File: src/rtl/lbsdi_map.vh
// Register offsets, field positions, reset values and counts of the loopback and drop/insert block.
`ifndef LBSDI_MAP_VH
`define LBSDI_MAP_VH

// Register offsets on the plain register port (byte offsets as printed).
`define LBSDI_ADDR_LB_STAT_LO   8'h5C
`define LBSDI_ADDR_LB_STAT_HI   8'h5E
`define LBSDI_ADDR_DROP_SEL     8'h60
`define LBSDI_ADDR_INS_SEL      8'h62
`define LBSDI_ADDR_IRQ_STAT     8'h64
`define LBSDI_ADDR_IRQ_CLR      8'h66
`define LBSDI_ADDR_IRQ_MASK     8'h68

// Widths.
`define LBSDI_ADDR_W            8
`define LBSDI_DATA_W            16
`define LBSDI_PORTS             28
`define LBSDI_CODE_W            5

// Select field positions: A in bits 4..0, B in bits 12..8.
`define LBSDI_SEL_A_LSB         0
`define LBSDI_SEL_B_LSB         8

// Status layout: low register holds ports 1..16, high register ports 17..28.
`define LBSDI_STAT_LO_PORTS     16
`define LBSDI_STAT_HI_PORTS     12

// Interrupt status, clear and mask layout.
`define LBSDI_IRQ_LB_BIT        0

// Reset values.
`define LBSDI_SEL_RESET         16'h0000
`define LBSDI_IRQ_MASK_RESET    16'h0000
`define LBSDI_CODE_RESET        5'h00
`define LBSDI_FLAG_RESET        1'b0

// Port code decode limits.
`define LBSDI_CODE_FIRST        5'h01
`define LBSDI_CODE_LAST         5'h1C

// Consecutive frames needed to set or clear a loopback status bit.
`define LBSDI_LB_FRAMES         3'h5

`endif

File: src/rtl/lbsdi_sync.v
// Two flip-flop synchroniser for a vector of pins from outside the clock domain.
`timescale 1ns/1ps
module lbsdi_sync #(
  parameter W = 1
) (
  input  wire         core_clk,
  input  wire         rst_n,
  input  wire         ce,
  input  wire [W-1:0] async_in,
  output reg  [W-1:0] sync_out
);

  reg [W-1:0] meta_q;

  // The first stage feeds only the second stage, to contain metastability.
  always @(posedge core_clk or negedge rst_n) begin
    if (!rst_n) begin
      meta_q   <= {W{1'b0}};
      sync_out <= {W{1'b0}};
    end else if (ce) begin
      meta_q   <= async_in;
      sync_out <= meta_q;
    end
  end

endmodule

File: src/rtl/lbsdi_lb_det.v
// Per-port far-end line loopback command detector with five-frame set and clear.
`include "lbsdi_map.vh"
`timescale 1ns/1ps
module lbsdi_lb_det (
  input  wire core_clk,
  input  wire rst_n,
  input  wire ce,
  input  wire frame_tick,
  input  wire c3_inverted,
  output reg  lb_seen_q
);

  reg [2:0] run_q;

  // The run counts frames that disagree with the present state; a frame
  // that agrees restarts it, so only an unbroken run of five flips it.
  always @(posedge core_clk or negedge rst_n) begin
    if (!rst_n) begin
      run_q     <= 3'h0;
      lb_seen_q <= 1'b0;
    end else if (ce && frame_tick) begin
      if (c3_inverted == lb_seen_q) begin
        run_q <= 3'h0;
      end else if (run_q == `LBSDI_LB_FRAMES - 3'h1) begin
        run_q     <= 3'h0;
        lb_seen_q <= c3_inverted;
      end else begin
        run_q <= run_q + 3'h1;
      end
    end
  end

endmodule

File: src/rtl/lbsdi_top.v
// Loopback command status, drop/insert port selection and its register port.
//
// Strobed register access was decided locally.
`include "lbsdi_map.vh"
`timescale 1ns/1ps
module lbsdi_top (
  input  wire                       core_clk,
  input  wire                       nrst,
  input  wire                       ce,
  input  wire [`LBSDI_ADDR_W-1:0]   reg_addr,
  input  wire [`LBSDI_DATA_W-1:0]   reg_wdata,
  input  wire                       reg_wr,
  input  wire                       reg_rd,
  output reg  [`LBSDI_DATA_W-1:0]   reg_rdata,
  output reg                        irq,
  input  wire [`LBSDI_PORTS-1:0]    t2_frame_tick,
  input  wire [`LBSDI_PORTS-1:0]    t2_c3_inverted,
  input  wire [`LBSDI_PORTS-1:0]    rx_port_clock,
  input  wire [`LBSDI_PORTS-1:0]    rx_port_data,
  input  wire [`LBSDI_PORTS-1:0]    tx_port_clock_in,
  input  wire [`LBSDI_PORTS-1:0]    tx_port_data_in,
  output reg  [`LBSDI_PORTS-1:0]    tx_port_clock_out,
  output reg  [`LBSDI_PORTS-1:0]    tx_port_data_out,
  output reg                        drop_a_data_out,
  output reg                        drop_a_clock_out,
  output reg                        drop_b_data_out,
  output reg                        drop_b_clock_out,
  input  wire                       insert_a_data_in,
  input  wire                       insert_a_clock_in,
  input  wire                       insert_b_data_in,
  input  wire                       insert_b_clock_in
);

  // Number of synchronised pins: receive and transmit ports plus four insert pins.
  localparam SYNC_W = 4 * `LBSDI_PORTS + 4;

  reg                      rst_meta_q;
  reg                      rst_n_q;
  wire [SYNC_W-1:0]        pins_async;
  wire [SYNC_W-1:0]        pins_s;
  wire [`LBSDI_PORTS-1:0]  rx_clk_s;
  wire [`LBSDI_PORTS-1:0]  rx_dat_s;
  wire [`LBSDI_PORTS-1:0]  tx_clk_s;
  wire [`LBSDI_PORTS-1:0]  tx_dat_s;
  wire                     ins_a_dat_s;
  wire                     ins_a_clk_s;
  wire                     ins_b_dat_s;
  wire                     ins_b_clk_s;
  wire [`LBSDI_PORTS-1:0]  lb_seen;
  reg  [`LBSDI_PORTS-1:0]  lb_seen_prev_q;
  reg  [`LBSDI_CODE_W-1:0] drop_a_code_q;
  reg  [`LBSDI_CODE_W-1:0] drop_b_code_q;
  reg  [`LBSDI_CODE_W-1:0] insert_a_code_q;
  reg  [`LBSDI_CODE_W-1:0] insert_b_code_q;
  reg                      loopback_cmd_irq_mask_q;
  reg                      lb_irq_stat_q;
  reg                      lb_irq_stat_d;
  reg  [`LBSDI_DATA_W-1:0] rdata_d;
  reg                      drop_a_data_d;
  reg                      drop_a_clock_d;
  reg                      drop_b_data_d;
  reg                      drop_b_clock_d;
  reg  [`LBSDI_PORTS-1:0]  tx_clock_d;
  reg  [`LBSDI_PORTS-1:0]  tx_data_d;
  wire                     lb_rise;
  wire                     wr_clr;
  wire [15:0]              stat_lo;
  wire [15:0]              stat_hi;

  // A code names a real port only in the range 1..28.
  function code_valid;
    input [`LBSDI_CODE_W-1:0] code;
    begin
      code_valid = (code >= `LBSDI_CODE_FIRST) && (code <= `LBSDI_CODE_LAST);
    end
  endfunction

  // True when a code selects the given zero-based port index.
  function code_hits;
    input [`LBSDI_CODE_W-1:0] code;
    input [`LBSDI_CODE_W-1:0] idx;
    begin
      code_hits = code_valid(code) && ((code - `LBSDI_CODE_FIRST) == idx);
    end
  endfunction

  // Reset is asserted at once and released through two flip-flops, so all
  // state leaves reset on the same edge.
  always @(posedge core_clk or negedge nrst) begin
    if (!nrst) begin
      rst_meta_q <= 1'b0;
      rst_n_q    <= 1'b0;
    end else begin
      rst_meta_q <= 1'b1;
      rst_n_q    <= rst_meta_q;
    end
  end

  // Every port clock and data pin lives in its own clock domain, so all of
  // them are synchronised; port clocks are far slower than core_clk.
  assign pins_async = {insert_b_clock_in, insert_b_data_in,
                       insert_a_clock_in, insert_a_data_in,
                       tx_port_data_in, tx_port_clock_in,
                       rx_port_data, rx_port_clock};

  lbsdi_sync #(
    .W (SYNC_W)
  ) u_pin_sync (
    .core_clk (core_clk),
    .rst_n    (rst_n_q),
    .ce       (ce),
    .async_in (pins_async),
    .sync_out (pins_s)
  );

  // Split the synchronised vector back into its groups.
  assign rx_clk_s    = pins_s[`LBSDI_PORTS-1:0];
  assign rx_dat_s    = pins_s[2*`LBSDI_PORTS-1:`LBSDI_PORTS];
  assign tx_clk_s    = pins_s[3*`LBSDI_PORTS-1:2*`LBSDI_PORTS];
  assign tx_dat_s    = pins_s[4*`LBSDI_PORTS-1:3*`LBSDI_PORTS];
  assign ins_a_dat_s = pins_s[4*`LBSDI_PORTS];
  assign ins_a_clk_s = pins_s[4*`LBSDI_PORTS+1];
  assign ins_b_dat_s = pins_s[4*`LBSDI_PORTS+2];
  assign ins_b_clk_s = pins_s[4*`LBSDI_PORTS+3];

  // One detector per port, fed by that port's T2 framer on this clock.
  genvar gp;
  generate
    for (gp = 0; gp < `LBSDI_PORTS; gp = gp + 1) begin : g_det
      lbsdi_lb_det u_det (
        .core_clk    (core_clk),
        .rst_n       (rst_n_q),
        .ce          (ce),
        .frame_tick  (t2_frame_tick[gp]),
        .c3_inverted (t2_c3_inverted[gp]),
        .lb_seen_q   (lb_seen[gp])
      );
    end
  endgenerate

  // Live status words, bit n is port n+1 or port n+17; upper bits read zero.
  // Writes never reach these words, so software cannot disturb detection.
  assign stat_lo = lb_seen[`LBSDI_STAT_LO_PORTS-1:0];
  assign stat_hi = {4'h0, lb_seen[`LBSDI_PORTS-1:`LBSDI_STAT_LO_PORTS]};

  // An event is any status bit going from clear to set.
  assign lb_rise = |(lb_seen & ~lb_seen_prev_q);
  assign wr_clr  = reg_wr && (reg_addr == `LBSDI_ADDR_IRQ_CLR) &&
                   reg_wdata[`LBSDI_IRQ_LB_BIT];

  // Sticky event flag: a rise in the same cycle as a clear keeps it set.
  always @* begin
    lb_irq_stat_d = lb_irq_stat_q;
    if (wr_clr) begin
      lb_irq_stat_d = 1'b0;
    end
    if (lb_rise) begin
      lb_irq_stat_d = 1'b1;
    end
  end

  // Register writes; status words have no write path so writes there are lost.
  // Select fields start cleared so nothing is dropped or inserted before setup.
  always @(posedge core_clk or negedge rst_n_q) begin
    if (!rst_n_q) begin
      drop_a_code_q           <= `LBSDI_CODE_RESET;
      drop_b_code_q           <= `LBSDI_CODE_RESET;
      insert_a_code_q         <= `LBSDI_CODE_RESET;
      insert_b_code_q         <= `LBSDI_CODE_RESET;
      loopback_cmd_irq_mask_q <= `LBSDI_FLAG_RESET;
      lb_irq_stat_q           <= `LBSDI_FLAG_RESET;
      lb_seen_prev_q          <= {`LBSDI_PORTS{1'b0}};
    end else if (ce) begin
      lb_seen_prev_q <= lb_seen;
      lb_irq_stat_q  <= lb_irq_stat_d;
      if (reg_wr) begin
        case (reg_addr)
          `LBSDI_ADDR_DROP_SEL: begin
            drop_a_code_q <= reg_wdata[`LBSDI_SEL_A_LSB+4:`LBSDI_SEL_A_LSB];
            drop_b_code_q <= reg_wdata[`LBSDI_SEL_B_LSB+4:`LBSDI_SEL_B_LSB];
          end
          `LBSDI_ADDR_INS_SEL: begin
            insert_a_code_q <= reg_wdata[`LBSDI_SEL_A_LSB+4:`LBSDI_SEL_A_LSB];
            insert_b_code_q <= reg_wdata[`LBSDI_SEL_B_LSB+4:`LBSDI_SEL_B_LSB];
          end
          `LBSDI_ADDR_IRQ_MASK: begin
            loopback_cmd_irq_mask_q <= reg_wdata[`LBSDI_IRQ_LB_BIT];
          end
          default: begin
            loopback_cmd_irq_mask_q <= loopback_cmd_irq_mask_q;
          end
        endcase
      end
    end
  end

  // Read multiplexer; unmapped and write-only offsets read zero.
  always @* begin
    rdata_d = 16'h0000;
    case (reg_addr)
      `LBSDI_ADDR_LB_STAT_LO: rdata_d = stat_lo;
      `LBSDI_ADDR_LB_STAT_HI: rdata_d = stat_hi;
      `LBSDI_ADDR_DROP_SEL:   rdata_d = {3'h0, drop_b_code_q, 3'h0, drop_a_code_q};
      `LBSDI_ADDR_INS_SEL:    rdata_d = {3'h0, insert_b_code_q, 3'h0, insert_a_code_q};
      `LBSDI_ADDR_IRQ_STAT:   rdata_d = {15'h0000, lb_irq_stat_q};
      `LBSDI_ADDR_IRQ_MASK:   rdata_d = {15'h0000, loopback_cmd_irq_mask_q};
      default:                rdata_d = 16'h0000;
    endcase
  end

  // Read data stand for one cycle after the strobe, zero otherwise.
  // Holding zero between reads keeps a stale value from being taken twice.
  always @(posedge core_clk or negedge rst_n_q) begin
    if (!rst_n_q) begin
      reg_rdata <= 16'h0000;
    end else if (ce) begin
      if (reg_rd) begin
        reg_rdata <= rdata_d;
      end else begin
        reg_rdata <= 16'h0000;
      end
    end
  end

  // Interrupt is a level while the sticky flag and its mask are both set.
  // Using the next flag value saves one cycle of interrupt latency.
  always @(posedge core_clk or negedge rst_n_q) begin
    if (!rst_n_q) begin
      irq <= 1'b0;
    end else if (ce) begin
      irq <= lb_irq_stat_d && loopback_cmd_irq_mask_q;
    end
  end

  // Drop selection; an unused drop port is held low rather than floating so
  // downstream equipment sees a quiet line.
  // A select change takes effect on the next output edge.
  always @* begin
    drop_a_data_d  = 1'b0;
    drop_a_clock_d = 1'b0;
    drop_b_data_d  = 1'b0;
    drop_b_clock_d = 1'b0;
    if (code_valid(drop_a_code_q)) begin
      drop_a_data_d  = rx_dat_s[drop_a_code_q - `LBSDI_CODE_FIRST];
      drop_a_clock_d = rx_clk_s[drop_a_code_q - `LBSDI_CODE_FIRST];
    end
    if (code_valid(drop_b_code_q)) begin
      drop_b_data_d  = rx_dat_s[drop_b_code_q - `LBSDI_CODE_FIRST];
      drop_b_clock_d = rx_clk_s[drop_b_code_q - `LBSDI_CODE_FIRST];
    end
  end

  // Insert selection per transmit port. If the host selects one port for
  // both inserts, insert A wins; that setup is not meant to be used.
  integer ip;
  always @* begin
    tx_clock_d = tx_clk_s;
    tx_data_d  = tx_dat_s;
    for (ip = 0; ip < `LBSDI_PORTS; ip = ip + 1) begin
      if (code_hits(insert_a_code_q, ip[`LBSDI_CODE_W-1:0])) begin
        tx_clock_d[ip] = ins_a_clk_s;
        tx_data_d[ip]  = ins_a_dat_s;
      end else if (code_hits(insert_b_code_q, ip[`LBSDI_CODE_W-1:0])) begin
        tx_clock_d[ip] = ins_b_clk_s;
        tx_data_d[ip]  = ins_b_dat_s;
      end
    end
  end

  // Stream outputs are registered; an unselected insert pin reaches nothing.
  always @(posedge core_clk or negedge rst_n_q) begin
    if (!rst_n_q) begin
      drop_a_data_out   <= 1'b0;
      drop_a_clock_out  <= 1'b0;
      drop_b_data_out   <= 1'b0;
      drop_b_clock_out  <= 1'b0;
      tx_port_clock_out <= {`LBSDI_PORTS{1'b0}};
      tx_port_data_out  <= {`LBSDI_PORTS{1'b0}};
    end else if (ce) begin
      drop_a_data_out   <= drop_a_data_d;
      drop_a_clock_out  <= drop_a_clock_d;
      drop_b_data_out   <= drop_b_data_d;
      drop_b_clock_out  <= drop_b_clock_d;
      tx_port_clock_out <= tx_clock_d;
      tx_port_data_out  <= tx_data_d;
    end
  end

endmodule

File: config.mk
export PLATFORM = sky130hd
export DESIGN_NAME = lbsdi_top
export DESIGN_NICKNAME = d
export VERILOG_FILES = /design/src/rtl/lbsdi_sync.v /design/src/rtl/lbsdi_lb_det.v /design/src/rtl/lbsdi_top.v
export VERILOG_INCLUDE_DIRS = /design/src /design/src/rtl
export SDC_FILE = /design/constraint.sdc
export NUM_CORES = 1
export LEC_CHECK = 0
export BUFFER_PORTS_ARGS = -buffer_cell sky130_fd_sc_hd__buf_4
export CORE_MARGIN = 5
export CORE_UTILIZATION = 45
export CTS_CLUSTER_DIAMETER = 200
export DETAILED_ROUTE_END_ITERATION = 16
export GPL_ROUTABILITY_DRIVEN = 0
export HOLD_SLACK_MARGIN = 0.06
export SYNTH_ARGS = -nofsm -noshare
export SYNTH_HDL_FRONTEND = slang
export SYNTH_SLANG_ARGS = --single-unit
File: constraint.sdc
create_clock -name core_clk -period 30.3 [get_ports core_clk]
set_input_delay 6.06 -clock core_clk [delete_from_list [all_inputs] [get_ports core_clk]]
set_output_delay 6.06 -clock core_clk [all_outputs]
set_load 0.01 [all_outputs]
# Word-level counts from Yosys, hierarchy flattened
# Cells that the tools add are included.
# classes
n_addsub	32
n_lt_le_gt_ge	10
n_eq_ne	117
n_mux	184
bitwise_logic	30
n_reduce_logical	125
# op_table
op	count
$mux W3	56
$mux W1	122
$eq A5 B5 Y1 const B	24
$pmux W16 S6	1
$reduce_and A3 Y1	31
$logic_and A1 B1 Y1	91
$add A3 B1 Y3 const B	28
$eq A3 B3 Y1 const B	28
$eq A5 B4 Y1 const B	16
$eq A8 B7 Y1 const B	7
$eq A5 B3 Y1 const B	8
$and A28 B28 Y28	1
$eq A1 B1 Y1	28
$not A1 Y1	28
$not A28 Y28	1
$reduce_or A28 Y1	1
$bmux W1 S5	4
$eq A5 B2 Y1 const B	4
$ge A5 B1 Y1 const B	4
$le A5 B5 Y1 const B	4
$sub A5 B1 Y5 const B	4
$mux W16	1
$lt A5 B6 Y1 const B	2
$eq A5 B1 Y1 const B	2
$logic_not A5 Y1	2
# totals
regBits	473
input_bits	201

# Logic depth before layout (Yosys ltp)
# Gate-level depths: netlist of the first run.
# logic_depth
word_depth	6
mapped_depth	11
ltp_nobuf	7

# Modules after synthesis
# A second synthesis of the first run with hierarchy kept.
# hier_totals
cells_unflattened	1948
area_unflattened_um2	24013.0
# by_module_without_submodules
mod	n_inst	cells_each	area_per_inst_um2	seq_area_each_um2
lbsdi_sync	1	490	9359.0	5805.6
lbsdi_top	1	814	8348.0	3228.1
lbsdi_lb_det	28	23	225.2	100.1

# Worst setup path before layout of the first run
# No wires, ideal clock.
# synth_path
path_type	input to register
startpoint	in reg_addr[3]
endpoint	reg drop_a_code_q[0]
arrival_time_ns	7.296
required_time_ns	30.175
setup_slack_ns	22.879
cell_stages	4
path_buffers	0
path_cell_list	nor3b_1 -> nor3b_2 -> nand4_2 -> mux2_2
# synth_between
elab_chain_len	2
# synth_lines
element	line_no	text
from (decl)	lbsdi_top.v:10	input wire [`LBSDI_ADDR_W-1:0] reg_addr,
$eq A8 B7 Y1	lbsdi_top.v:177	case (reg_addr)
$reduce_and A3 Y1 (no source line)	--	
to (signal assigned)	lbsdi_top.v:166	drop_a_code_q <= `LBSDI_CODE_RESET;
to (signal assigned)	lbsdi_top.v:179	drop_a_code_q <= reg_wdata[`LBSDI_SEL_A_LSB+4:`LBSDI_SEL_A_LSB];
to (decl)	lbsdi_top.v:51	reg [`LBSDI_CODE_W-1:0] drop_a_code_q;
# Every way passes these cells.
# A chain may end at the register's enable or synchronous reset.

# Worst setup path after layout of the first run
# layout_path
startpoint	in ce
endpoint	reg drop_b_code_q[0]
# layout_between
elab_chain_len	1
# layout_lines
element	line_no	text
from (decl)	lbsdi_top.v:9	input wire ce,
$reduce_and A3 Y1 (no source line)	--	
to (signal assigned)	lbsdi_top.v:167	drop_b_code_q <= `LBSDI_CODE_RESET;
to (signal assigned)	lbsdi_top.v:180	drop_b_code_q <= reg_wdata[`LBSDI_SEL_B_LSB+4:`LBSDI_SEL_B_LSB];
to (decl)	lbsdi_top.v:52	reg [`LBSDI_CODE_W-1:0] drop_b_code_q;
# Every way passes these cells.

==> results.toml, run 1 <==
[cells_and_area]
areaGrowthSynthToFinish_pct = 18.99
final_util = 0.5428
final_area_um2 = 27290
regArea_um2 = 11840
fin_nets = 2446
n_fill_cell = 4378
final_layout_size_suffix_gt1_frac = 0.3330
multiInputGateArea_um2 = 10320

[route]
drt_iter0_markers = 976
postRouteAntennaNets = 0
routed_via_density = 5.484
wl_mm = 57.74
vias = 15888
wl_per_cell_um = 19.93
drc = 0
dr.pass1.iters = 5

[critical_path]
start_kind = "input port"
r2r_cells = 7
worstSetupEndpointType = "flip-flop"
crit_chain = "buf_8 > buf_12 > nand4_2 > mux2_2"
arrival_ps = 8330
critPathKind = "input port to flip-flop"
worstPathRequired_ps = 30760
cp_slowest_stage_delay_ps = 580
crit_fanout = 148
crit_slowest_cell = "nand4_2"

[hold_path]
holdPathStages = 0
hp-class = "flip-flop to flip-flop"

[sta]
finalSetupViolCount = 0
fin_crit_ps = 7868
grt_setup_unrepaired = "false"
hold-worst-slack_ps = 356.2
hold_viol_final = 0
fin_crit_sh = 0.2597
skew_ps = 15.07
worstMarginPinSlew_ps = 965.8
tns_ps = 0
clock.fmax_mhz = 127.1
relSlewSlack = 0.3561
slew_violations = 0

[clock_network]
cts.clk_slew.worst_paths_ps = 60
clock_path_buffers = 3
cts_resized = 0
clock_latency_ps = 580
cts_made_buffers = 52
cts-root-buf = "clkbuf_16"
ctsHoldBuffers = 0
post_cts_buffers = 0
cts_sinks = 473
htreeDepth = 2
cts_tree = "built"

[grt]
grt_max_degree = 172
grt_pass1_wl_mm = 92.06
grt_pass1_vias = 16530
grt-ovfl-total = 0
grt_usage = 0.2052
grt_antenna_before_repair = 7

[logic_synthesis]
netlist_area_um2 = 22930
syn-num-nets = 2195
synth_seq_cells = 473
ys_types = 62
synth_area_leaders = "dfrtp_1 (52%), mux2_2 (17%), mux2i_1 (3.8%), ha_1 (3.4%), nand2_1 (2.4%)"
yosys.area.top_type = "dfrtp_1"
syn_inst = 1932
ys.flop_type = "dfrtp_1"
ys_seq_area_frac = 0.5161
yosys.area.top_type_share = 0.5161
ys_async_sr_fraction = 1.000
synth-edff-count = 0
postSynthAreaPerCell_um2 = 11.87
yosysWarnings = 0

[placed_design]
dpl-instance-area_um2 = 25590
io_buffers = 271
hpwlAfterDp_mm = 40.50

[pwr]
peakVddDrop_mv = 0.04044
finalPower_w = 0.001893
power_density_nw_per_um2 = 69.37
power_leakage_nw = 12.33

[die]
io_pins = 278
die_w_um = 235.8
die_area_um2 = 55580
core_um2 = 50270
die_h_um = 235.8
rows = 82
start_util = 0.4562

[status]
status = "complete, no violations"

[job]
drv_cap = 0
[cells in the mapped netlist (all sizes together) (7+ instances only)]
| library cell | number |
|---|---|
| dfrtp | 473 |
| mux2 | 344 |
| nand2 | 147 |
| inv | 105 |
| o21ai | 93 |
| nor2 | 91 |
| mux2i | 86 |
| ha | 62 |
| a21o | 53 |
| clkbuf | 51 |
| nand3 | 45 |
| buf | 39 |
| a211oi | 33 |
| nor3 | 31 |
| a22oi | 25 |
| nand4 | 25 |
| o41ai | 20 |
| xnor2 | 20 |
| a2111oi | 18 |
| mux4 | 16 |
| o2bb2ai | 14 |
| nand2b | 12 |
| xor2 | 12 |
| nor2b | 11 |
| nand3b | 10 |
| o22ai | 10 |
| o22a | 9 |
| a21oi | 7 |
| a22o | 7 |
[cells in the final DEF (no fill, tap or decap), drive strengths merged, types with 62 or more instances in the layout]
cell type / instances
dfrtp: 473
mux2: 344
buf: 287
nand2: 147
inv: 105
o21ai: 93
nor2: 91
mux2i: 86
clkbuf: 75
ha: 62
[critical path: cells and delay by family]
| family | cells | cell delay, ps |
|---|---|---|
| buffers and inverters | 2 | 930 |
| muxes | 1 | 440 |
| and+or+nand+nor | 1 | 580 |
[power breakdown]
group          internal [W]  total (W)  switching, W
Sequential         0.000756   0.000867      0.000111
Combinational      0.000206   0.000396      0.000191
Clock              0.000374   0.000630      0.000256
Total               0.00134    0.00189      0.000558
[state kept, by name, summed over array words and instances (netlist names), 5 cells and up]
| signal | count |
|---|---|
| insert_a_code_q | 5 |
| insert_b_code_q | 5 |
| u_pin_sync.meta_q | 116 |
| lb_seen_prev_q | 28 |
| g_det.u_det.lb_seen_q | 28 |
| g_det.u_det.run_q | 84 |
| reg_rdata | 16 |
| drop_a_code_q | 5 |
| tx_port_clock_out | 28 |
| drop_b_code_q | 5 |
| u_pin_sync.sync_out | 116 |
| tx_port_data_out | 28 |
[path summary, 6_finish.rpt]
check	from	end	slack, ps
min reg2reg	rst_meta_q	rst_n_q	360
max	ce	drop_b_code_q[0]	22430
max in group asynchronous	nrst	rst_n_q	24960
min in group asynchronous	rst_n_q	u_pin_sync.meta_q[25]	430
max reg2reg	drop_a_code_q[0]	drop_a_clock_out	27240
min	rst_meta_q	rst_n_q	360
[logic make-up (layout without fill, tap and decap cells)]
logic type | count (synthesis) | in the layout | synth area share
other | 1 | 4 | 0.0001635
buffers and inverters | 195 | 485 | 0.03377
XOR/XNOR | 32 | 32 | 0.01304
multiplexers | 446 | 446 | 0.2228
AND/OR/NAND/NOR | 412 | 412 | 0.08571
AO/OA/AOI/OAI | 311 | 311 | 0.09460
flip-flops | 473 | 473 | 0.5161
adder cells (fa/ha/maj) | 62 | 62 | 0.03382
[final cells by class]
class / instances / area share
Antenna cell: 3 / 0.0002751
Clock buffer: 75 / 0.05603
Clock inverter: 18 / 0.006144
Inverter: 105 / 0.01444
Multi-Input combinational cell: 1264 / 0.3783
Sequential cell: 473 / 0.4339
Tap cell: 672 / 0.03081
Timing Repair Buffer: 287 / 0.08014
[routing by layer]
metal  part of all wire  GRT usage  vias up
met4              0.022    0.05507       10
met2               0.48     0.3366      376
met3              0.057    0.04346       80
li1                   -          -     7469
met1               0.44     0.2794     7953
met5             0.0013          0        -
[per-stage QoR]
stage,cells,worst slack [ps]
2_1_floorplan,1932,16140
3_3_place_gp,2801,21960
3_5_place_dp,2801,21950
4_1_cts,2894,22570
5_1_grt,2895,22360
6_report,2897,22430
(Power assumes the default switching activity.)
==> run 2: changes to the inputs <==
Settings changed: PLACE_DENSITY set to 0.67.
Clock period 30.3 ns to 7 ns, I/O delays scaled along.
==> results.toml, run 2 (same netlist as run 1, synthesis figures left out) <==
[status]
status = "complete, no violations"

[pwr]
swShare = 0.2975
power_density_nw_per_um2 = 300.2
switching_power_w = 0.002439
internal_power_w = 0.005760
power_leakage_nw = 12.34
sequentialPowerShare = 0.459
clkPwrFrac = 0.332
peakVddDrop_mv = 0.1991
power.share.combinational = 0.210

[critical_path]
start_kind = "flip-flop"
critPathKind = "flip-flop to flip-flop"
crit_fanout = 26
worstPathRequired_ps = 7470
arrival_ps = 3520
worstSetupEndpointType = "flip-flop"

[placed_design]
hpwlAfterDp_mm = 41.08
io_buffers = 271

[route]
drt_iter0_markers = 1025
wl_per_cell_um = 20.04
wl_mm = 58.09
postRouteAntennaNets = 0
vias = 16117
dr.pass1.iters = 5
drc = 0
routed_via_density = 5.561

[cells_and_area]
mostFrequentLayoutCell = "dfrtp_1"
final_layout_size_suffix_gt1_frac = 0.3329
largestRegisters = "u_pin_sync.meta_q: 116 flops, u_pin_sync.sync_out: 116 flops, g_det.u_det.run_q: 84 flops"
final_util = 0.5434
fin_nets = 2446
final_cell_mix = "dfrtp_1 (472), mux2_2 (344), buf_4 (283)"
antennaDiodeCount = 0
areaGrowthSynthToFinish_pct = 19.11

[die]
start_util = 0.4562
rows = 82
core_um2 = 50270
die_h_um = 235.8
die_area_um2 = 55580
io_pins = 278
die_w_um = 235.8

[clock_network]
clock_path_buffers = 3
ctsHoldBuffers = 0
htreeDepth = 2
cts_sinks = 473
cts_made_buffers = 52
cts_tree = "built"
cts_resized = 0
clock_latency_ps = 600
cts-root-buf = "clkbuf_16"
post_cts_buffers = 0
cts.clk_slew.worst_paths_ps = 60

[grt]
gr-usage-met2 = 0.3341
grt_antenna_before_repair = 6
grt.met3_usage = 0.04557
grtUsageMet1 = 0.2716
busiest_layer = "met2"
grt-ovfl-total = 0
grt_pass1_vias = 16753
grt_max_degree = 186
grt_pass1_wl_mm = 91.84
grt_usage = 0.2039

[sta]
worstMarginPinSlew_ps = 1071
fin_crit_ps = 3052
slew_violations = 0
clock.fmax_mhz = 327.7
fin_crit_sh = 0.4359
relSlewSlack = 0.2862
grt_setup_unrepaired = "false"
skew_ps = 17.24
hold_viol_final = 0
tns_ps = 0
finalSetupViolCount = 0

[hold_path]
hp-class = "flip-flop to flip-flop"

[job]
drv_cap = 0
## run 2: stage by stage
step	power, W	hold slack [ps]	instances	area (um2)	setup slack [ps]
global route	0.008673	354.9	2898	27320	3692
floorplan	0.004872	331.2	1932	22940	2381
detailed placement	0.005542	339.5	2801	25600	3433
finish	0.008200	349.6	2898	27320	3948
global placement	0.005395	336.3	2801	25600	3525
CTS	0.008303	353.1	2898	27320	3940
## run 2: final timing paths
kind / from / end / slack (ps) / cells after the start
max in group asynchronous: rst_n_q / g_det[8].u_det.lb_seen_q / 5080 / 1
hold reg to reg: rst_meta_q / rst_n_q / 350 / 0
setup reg to reg: drop_a_code_q[0] / drop_a_clock_out / 3950 / 8
hold / removal: rst_meta_q / rst_n_q / 350 / 0
min in group asynchronous: rst_n_q / u_pin_sync.meta_q[25] / 400 / 0
setup / recovery: drop_a_code_q[0] / drop_a_clock_out / 3950 / 8
## run 2: layer usage
metal	routed length (um)	share of wire
met1	25030	0.43
met2	27690	0.48
met3	3561	0.061
met4	1747	0.030
met5	60	0.0010
## run 2: worst max-delay path, stage by stage, from the launching register on
cell	delay (ps)
dfrtp_1	810
inv_1	330
ha_1	370
buf_4	380
mux2i_1	280
nand3_1	90
and4_1	230
a221oi_1	290
a31oi_1	130
## run 2: power groups by stage
| stage | sequential, W | combinational [W] | clock (W) |
|---|---|---|---|
| finish | 0.00376 | 0.00172 | 0.00272 |
| global route | 0.00384 | 0.00194 | 0.00290 |
| CTS | 0.00376 | 0.00174 | 0.00280 |
| detailed placement | 0.00381 | 0.00173 | 0 |
| global placement | 0.00377 | 0.00163 | 0 |
| floorplan | 0.00368 | 0.00119 | 0 |
## run 2: final cells by class
cell class | instances | area (um2)
tap | 672 | 840.8
fill | 4323 | 22960
inverter | 105 | 394.1
timing repair buffer | 287 | 2200
clock inverter | 18 | 175.2
sequential | 473 | 11840
multi-input combinational | 1264 | 10320
clock buffer | 79 | 1543
==> run 3: changes to the inputs <==
Clock period 7 ns to 2.5 ns, I/O delays scaled along.
==> results.toml, run 3 (same netlist as run 1, synthesis figures left out) <==
[status]
status = "complete, no violations"

[critical_path]
path_delay_family = "simple AND/OR/NAND/NOR gates"
r2r_cells = 5
worstPathRequired_ps = 2980
cp_slowest_stage_delay_ps = 720
crit_fanout = 12
start_kind = "flip-flop"
path_buf_inv = 0
critPathKind = "flip-flop to flip-flop"
crit_chain = "nor3b_1 > nor2b_1 > mux2i_1 > a211oi_1 > a21o_1"
arrival_ps = 2820
crit_slowest_cell = "nor3b_1"
worstSetupEndpointType = "flip-flop"
path_depth = 5

[clock_network]
cts-root-buf = "clkbuf_16"
cts_tree = "built"
cts_sinks = 473
cts.clk_slew.worst_paths_ps = 60
clock_path_buffers = 3
cts_made_buffers = 52
post_cts_buffers = 0
htreeDepth = 2
clock_latency_ps = 590

[pwr]
peakVddDrop_mv = 0.5455
power_leakage_nw = 12.56
power_density_nw_per_um2 = 823.9

[route]
drc = 0
postRouteAntennaNets = 0
wl_mm = 59.53
wl_per_cell_um = 20.22
routed_via_density = 5.544
drt_iter0_markers = 1055
vias = 16322
dr.pass1.iters = 7

[grt]
grt_pass1_wl_mm = 94.41
grt_pass1_vias = 17033
grt-ovfl-total = 0
grt_max_degree = 131
grt_usage = 0.2110
grt_antenna_before_repair = 10

[cells_and_area]
final_util = 0.5516
areaGrowthSynthToFinish_pct = 20.91
mostFrequentLayoutCell = "dfrtp_1"
final_area_um2 = 27730
final_cell_mix = "dfrtp_1 (472), mux2_2 (344), buf_4 (315)"
largestRegisters = "u_pin_sync.meta_q: 116 flops, u_pin_sync.sync_out: 116 flops, g_det.u_det.run_q: 84 flops"
fin_nets = 2491
final_layout_size_suffix_gt1_frac = 0.3438

[die]
die_h_um = 235.8
io_pins = 278
core_um2 = 50270
die_area_um2 = 55580
die_w_um = 235.8
start_util = 0.4562
rows = 82

[sta]
grt_setup_unrepaired = "false"
hold_viol_final = 0
finalSetupViolCount = 0
hold-worst-slack_ps = 140.6
worstMarginPinSlew_ps = 932.1
fin_crit_sh = 0.9349
relSlewSlack = 0.3786
clock.fmax_mhz = 427.9
tns_ps = 0
slew_violations = 0
fin_crit_ps = 2337
skew_ps = 13.67

[placed_design]
hpwlAfterDp_mm = 43.51
dpl-instance-area_um2 = 26080
io_buffers = 271

[hold_path]
holdPathStages = 2
hp-class = "input port to flip-flop"

[job]
drv_cap = 0
-- run 3: final cells by class --
cell class / count / area (um2)
fillers: 4254 / 22540
flip-flops and latches: 473 / 11840
multi-input cells: 1264 / 10330
repair buffers: 332 / 2690
clock buffers: 78 / 1489
well taps: 672 / 840.8
inverters: 105 / 394.1
clock inverters: 17 / 137.6
diodes: 3 / 7.507
-- run 3: repair_timing --
action	in CTS	in global routing
resized for setup	0	1
hold buffers	1	0
hold endpoints to repair	2	0
setup endpoints to repair	0	2
-- run 3: path summary, 6_finish.rpt --
kind	start	endpoint	slack (ps)
worst max register to register	insert_b_code_q[3]	tx_port_clock_out[10]	160
worst max-delay path	insert_b_code_q[3]	tx_port_clock_out[10]	160
worst min register to register	rst_n_q	u_pin_sync.meta_q[24]	230
min in group asynchronous	nrst	rst_n_q	230
max in group asynchronous	rst_n_q	g_det[25].u_det.lb_seen_q	1230
worst min-delay path	tx_port_clock_in[17]	u_pin_sync.meta_q[73]	140
-- run 3: routing by layer --
metal | share of wire | GRT usage
met1 | 0.43 | 0.2830
met2 | 0.48 | 0.3488
met3 | 0.058 | 0.04030
met4 | 0.030 | 0.06826
met5 | 0.0013 | 0
-- run 3: power breakdown --
part           leakage, nW  internal [W]  switching [W]
clock                0.799       0.00422        0.00313
combinational         5.89       0.00259        0.00235
sequential            5.87       0.00916        0.00140
total                 12.6        0.0160        0.00688
-- run 3: stage by stage --
stage / setup WS (ps) / instances / power (W)
after detailed placement: 173.9 / 2845 / 0.01567
after global placement: 208.7 / 2845 / 0.01524
after CTS: 134.3 / 2941 / 0.02313
after floorplan: -2119 / 1932 / 0.01364
after global routing: 78.19 / 2943 / 0.02419
final: 162.8 / 2944 / 0.02285
-- run 3: worst reg2reg max path, stage by stage (launching register included) --
cell      delay [ps]
dfrtp_1          660
nor3b_1          730
nor2b_1          350
mux2i_1          240
a211oi_1         100
a21o_1           150
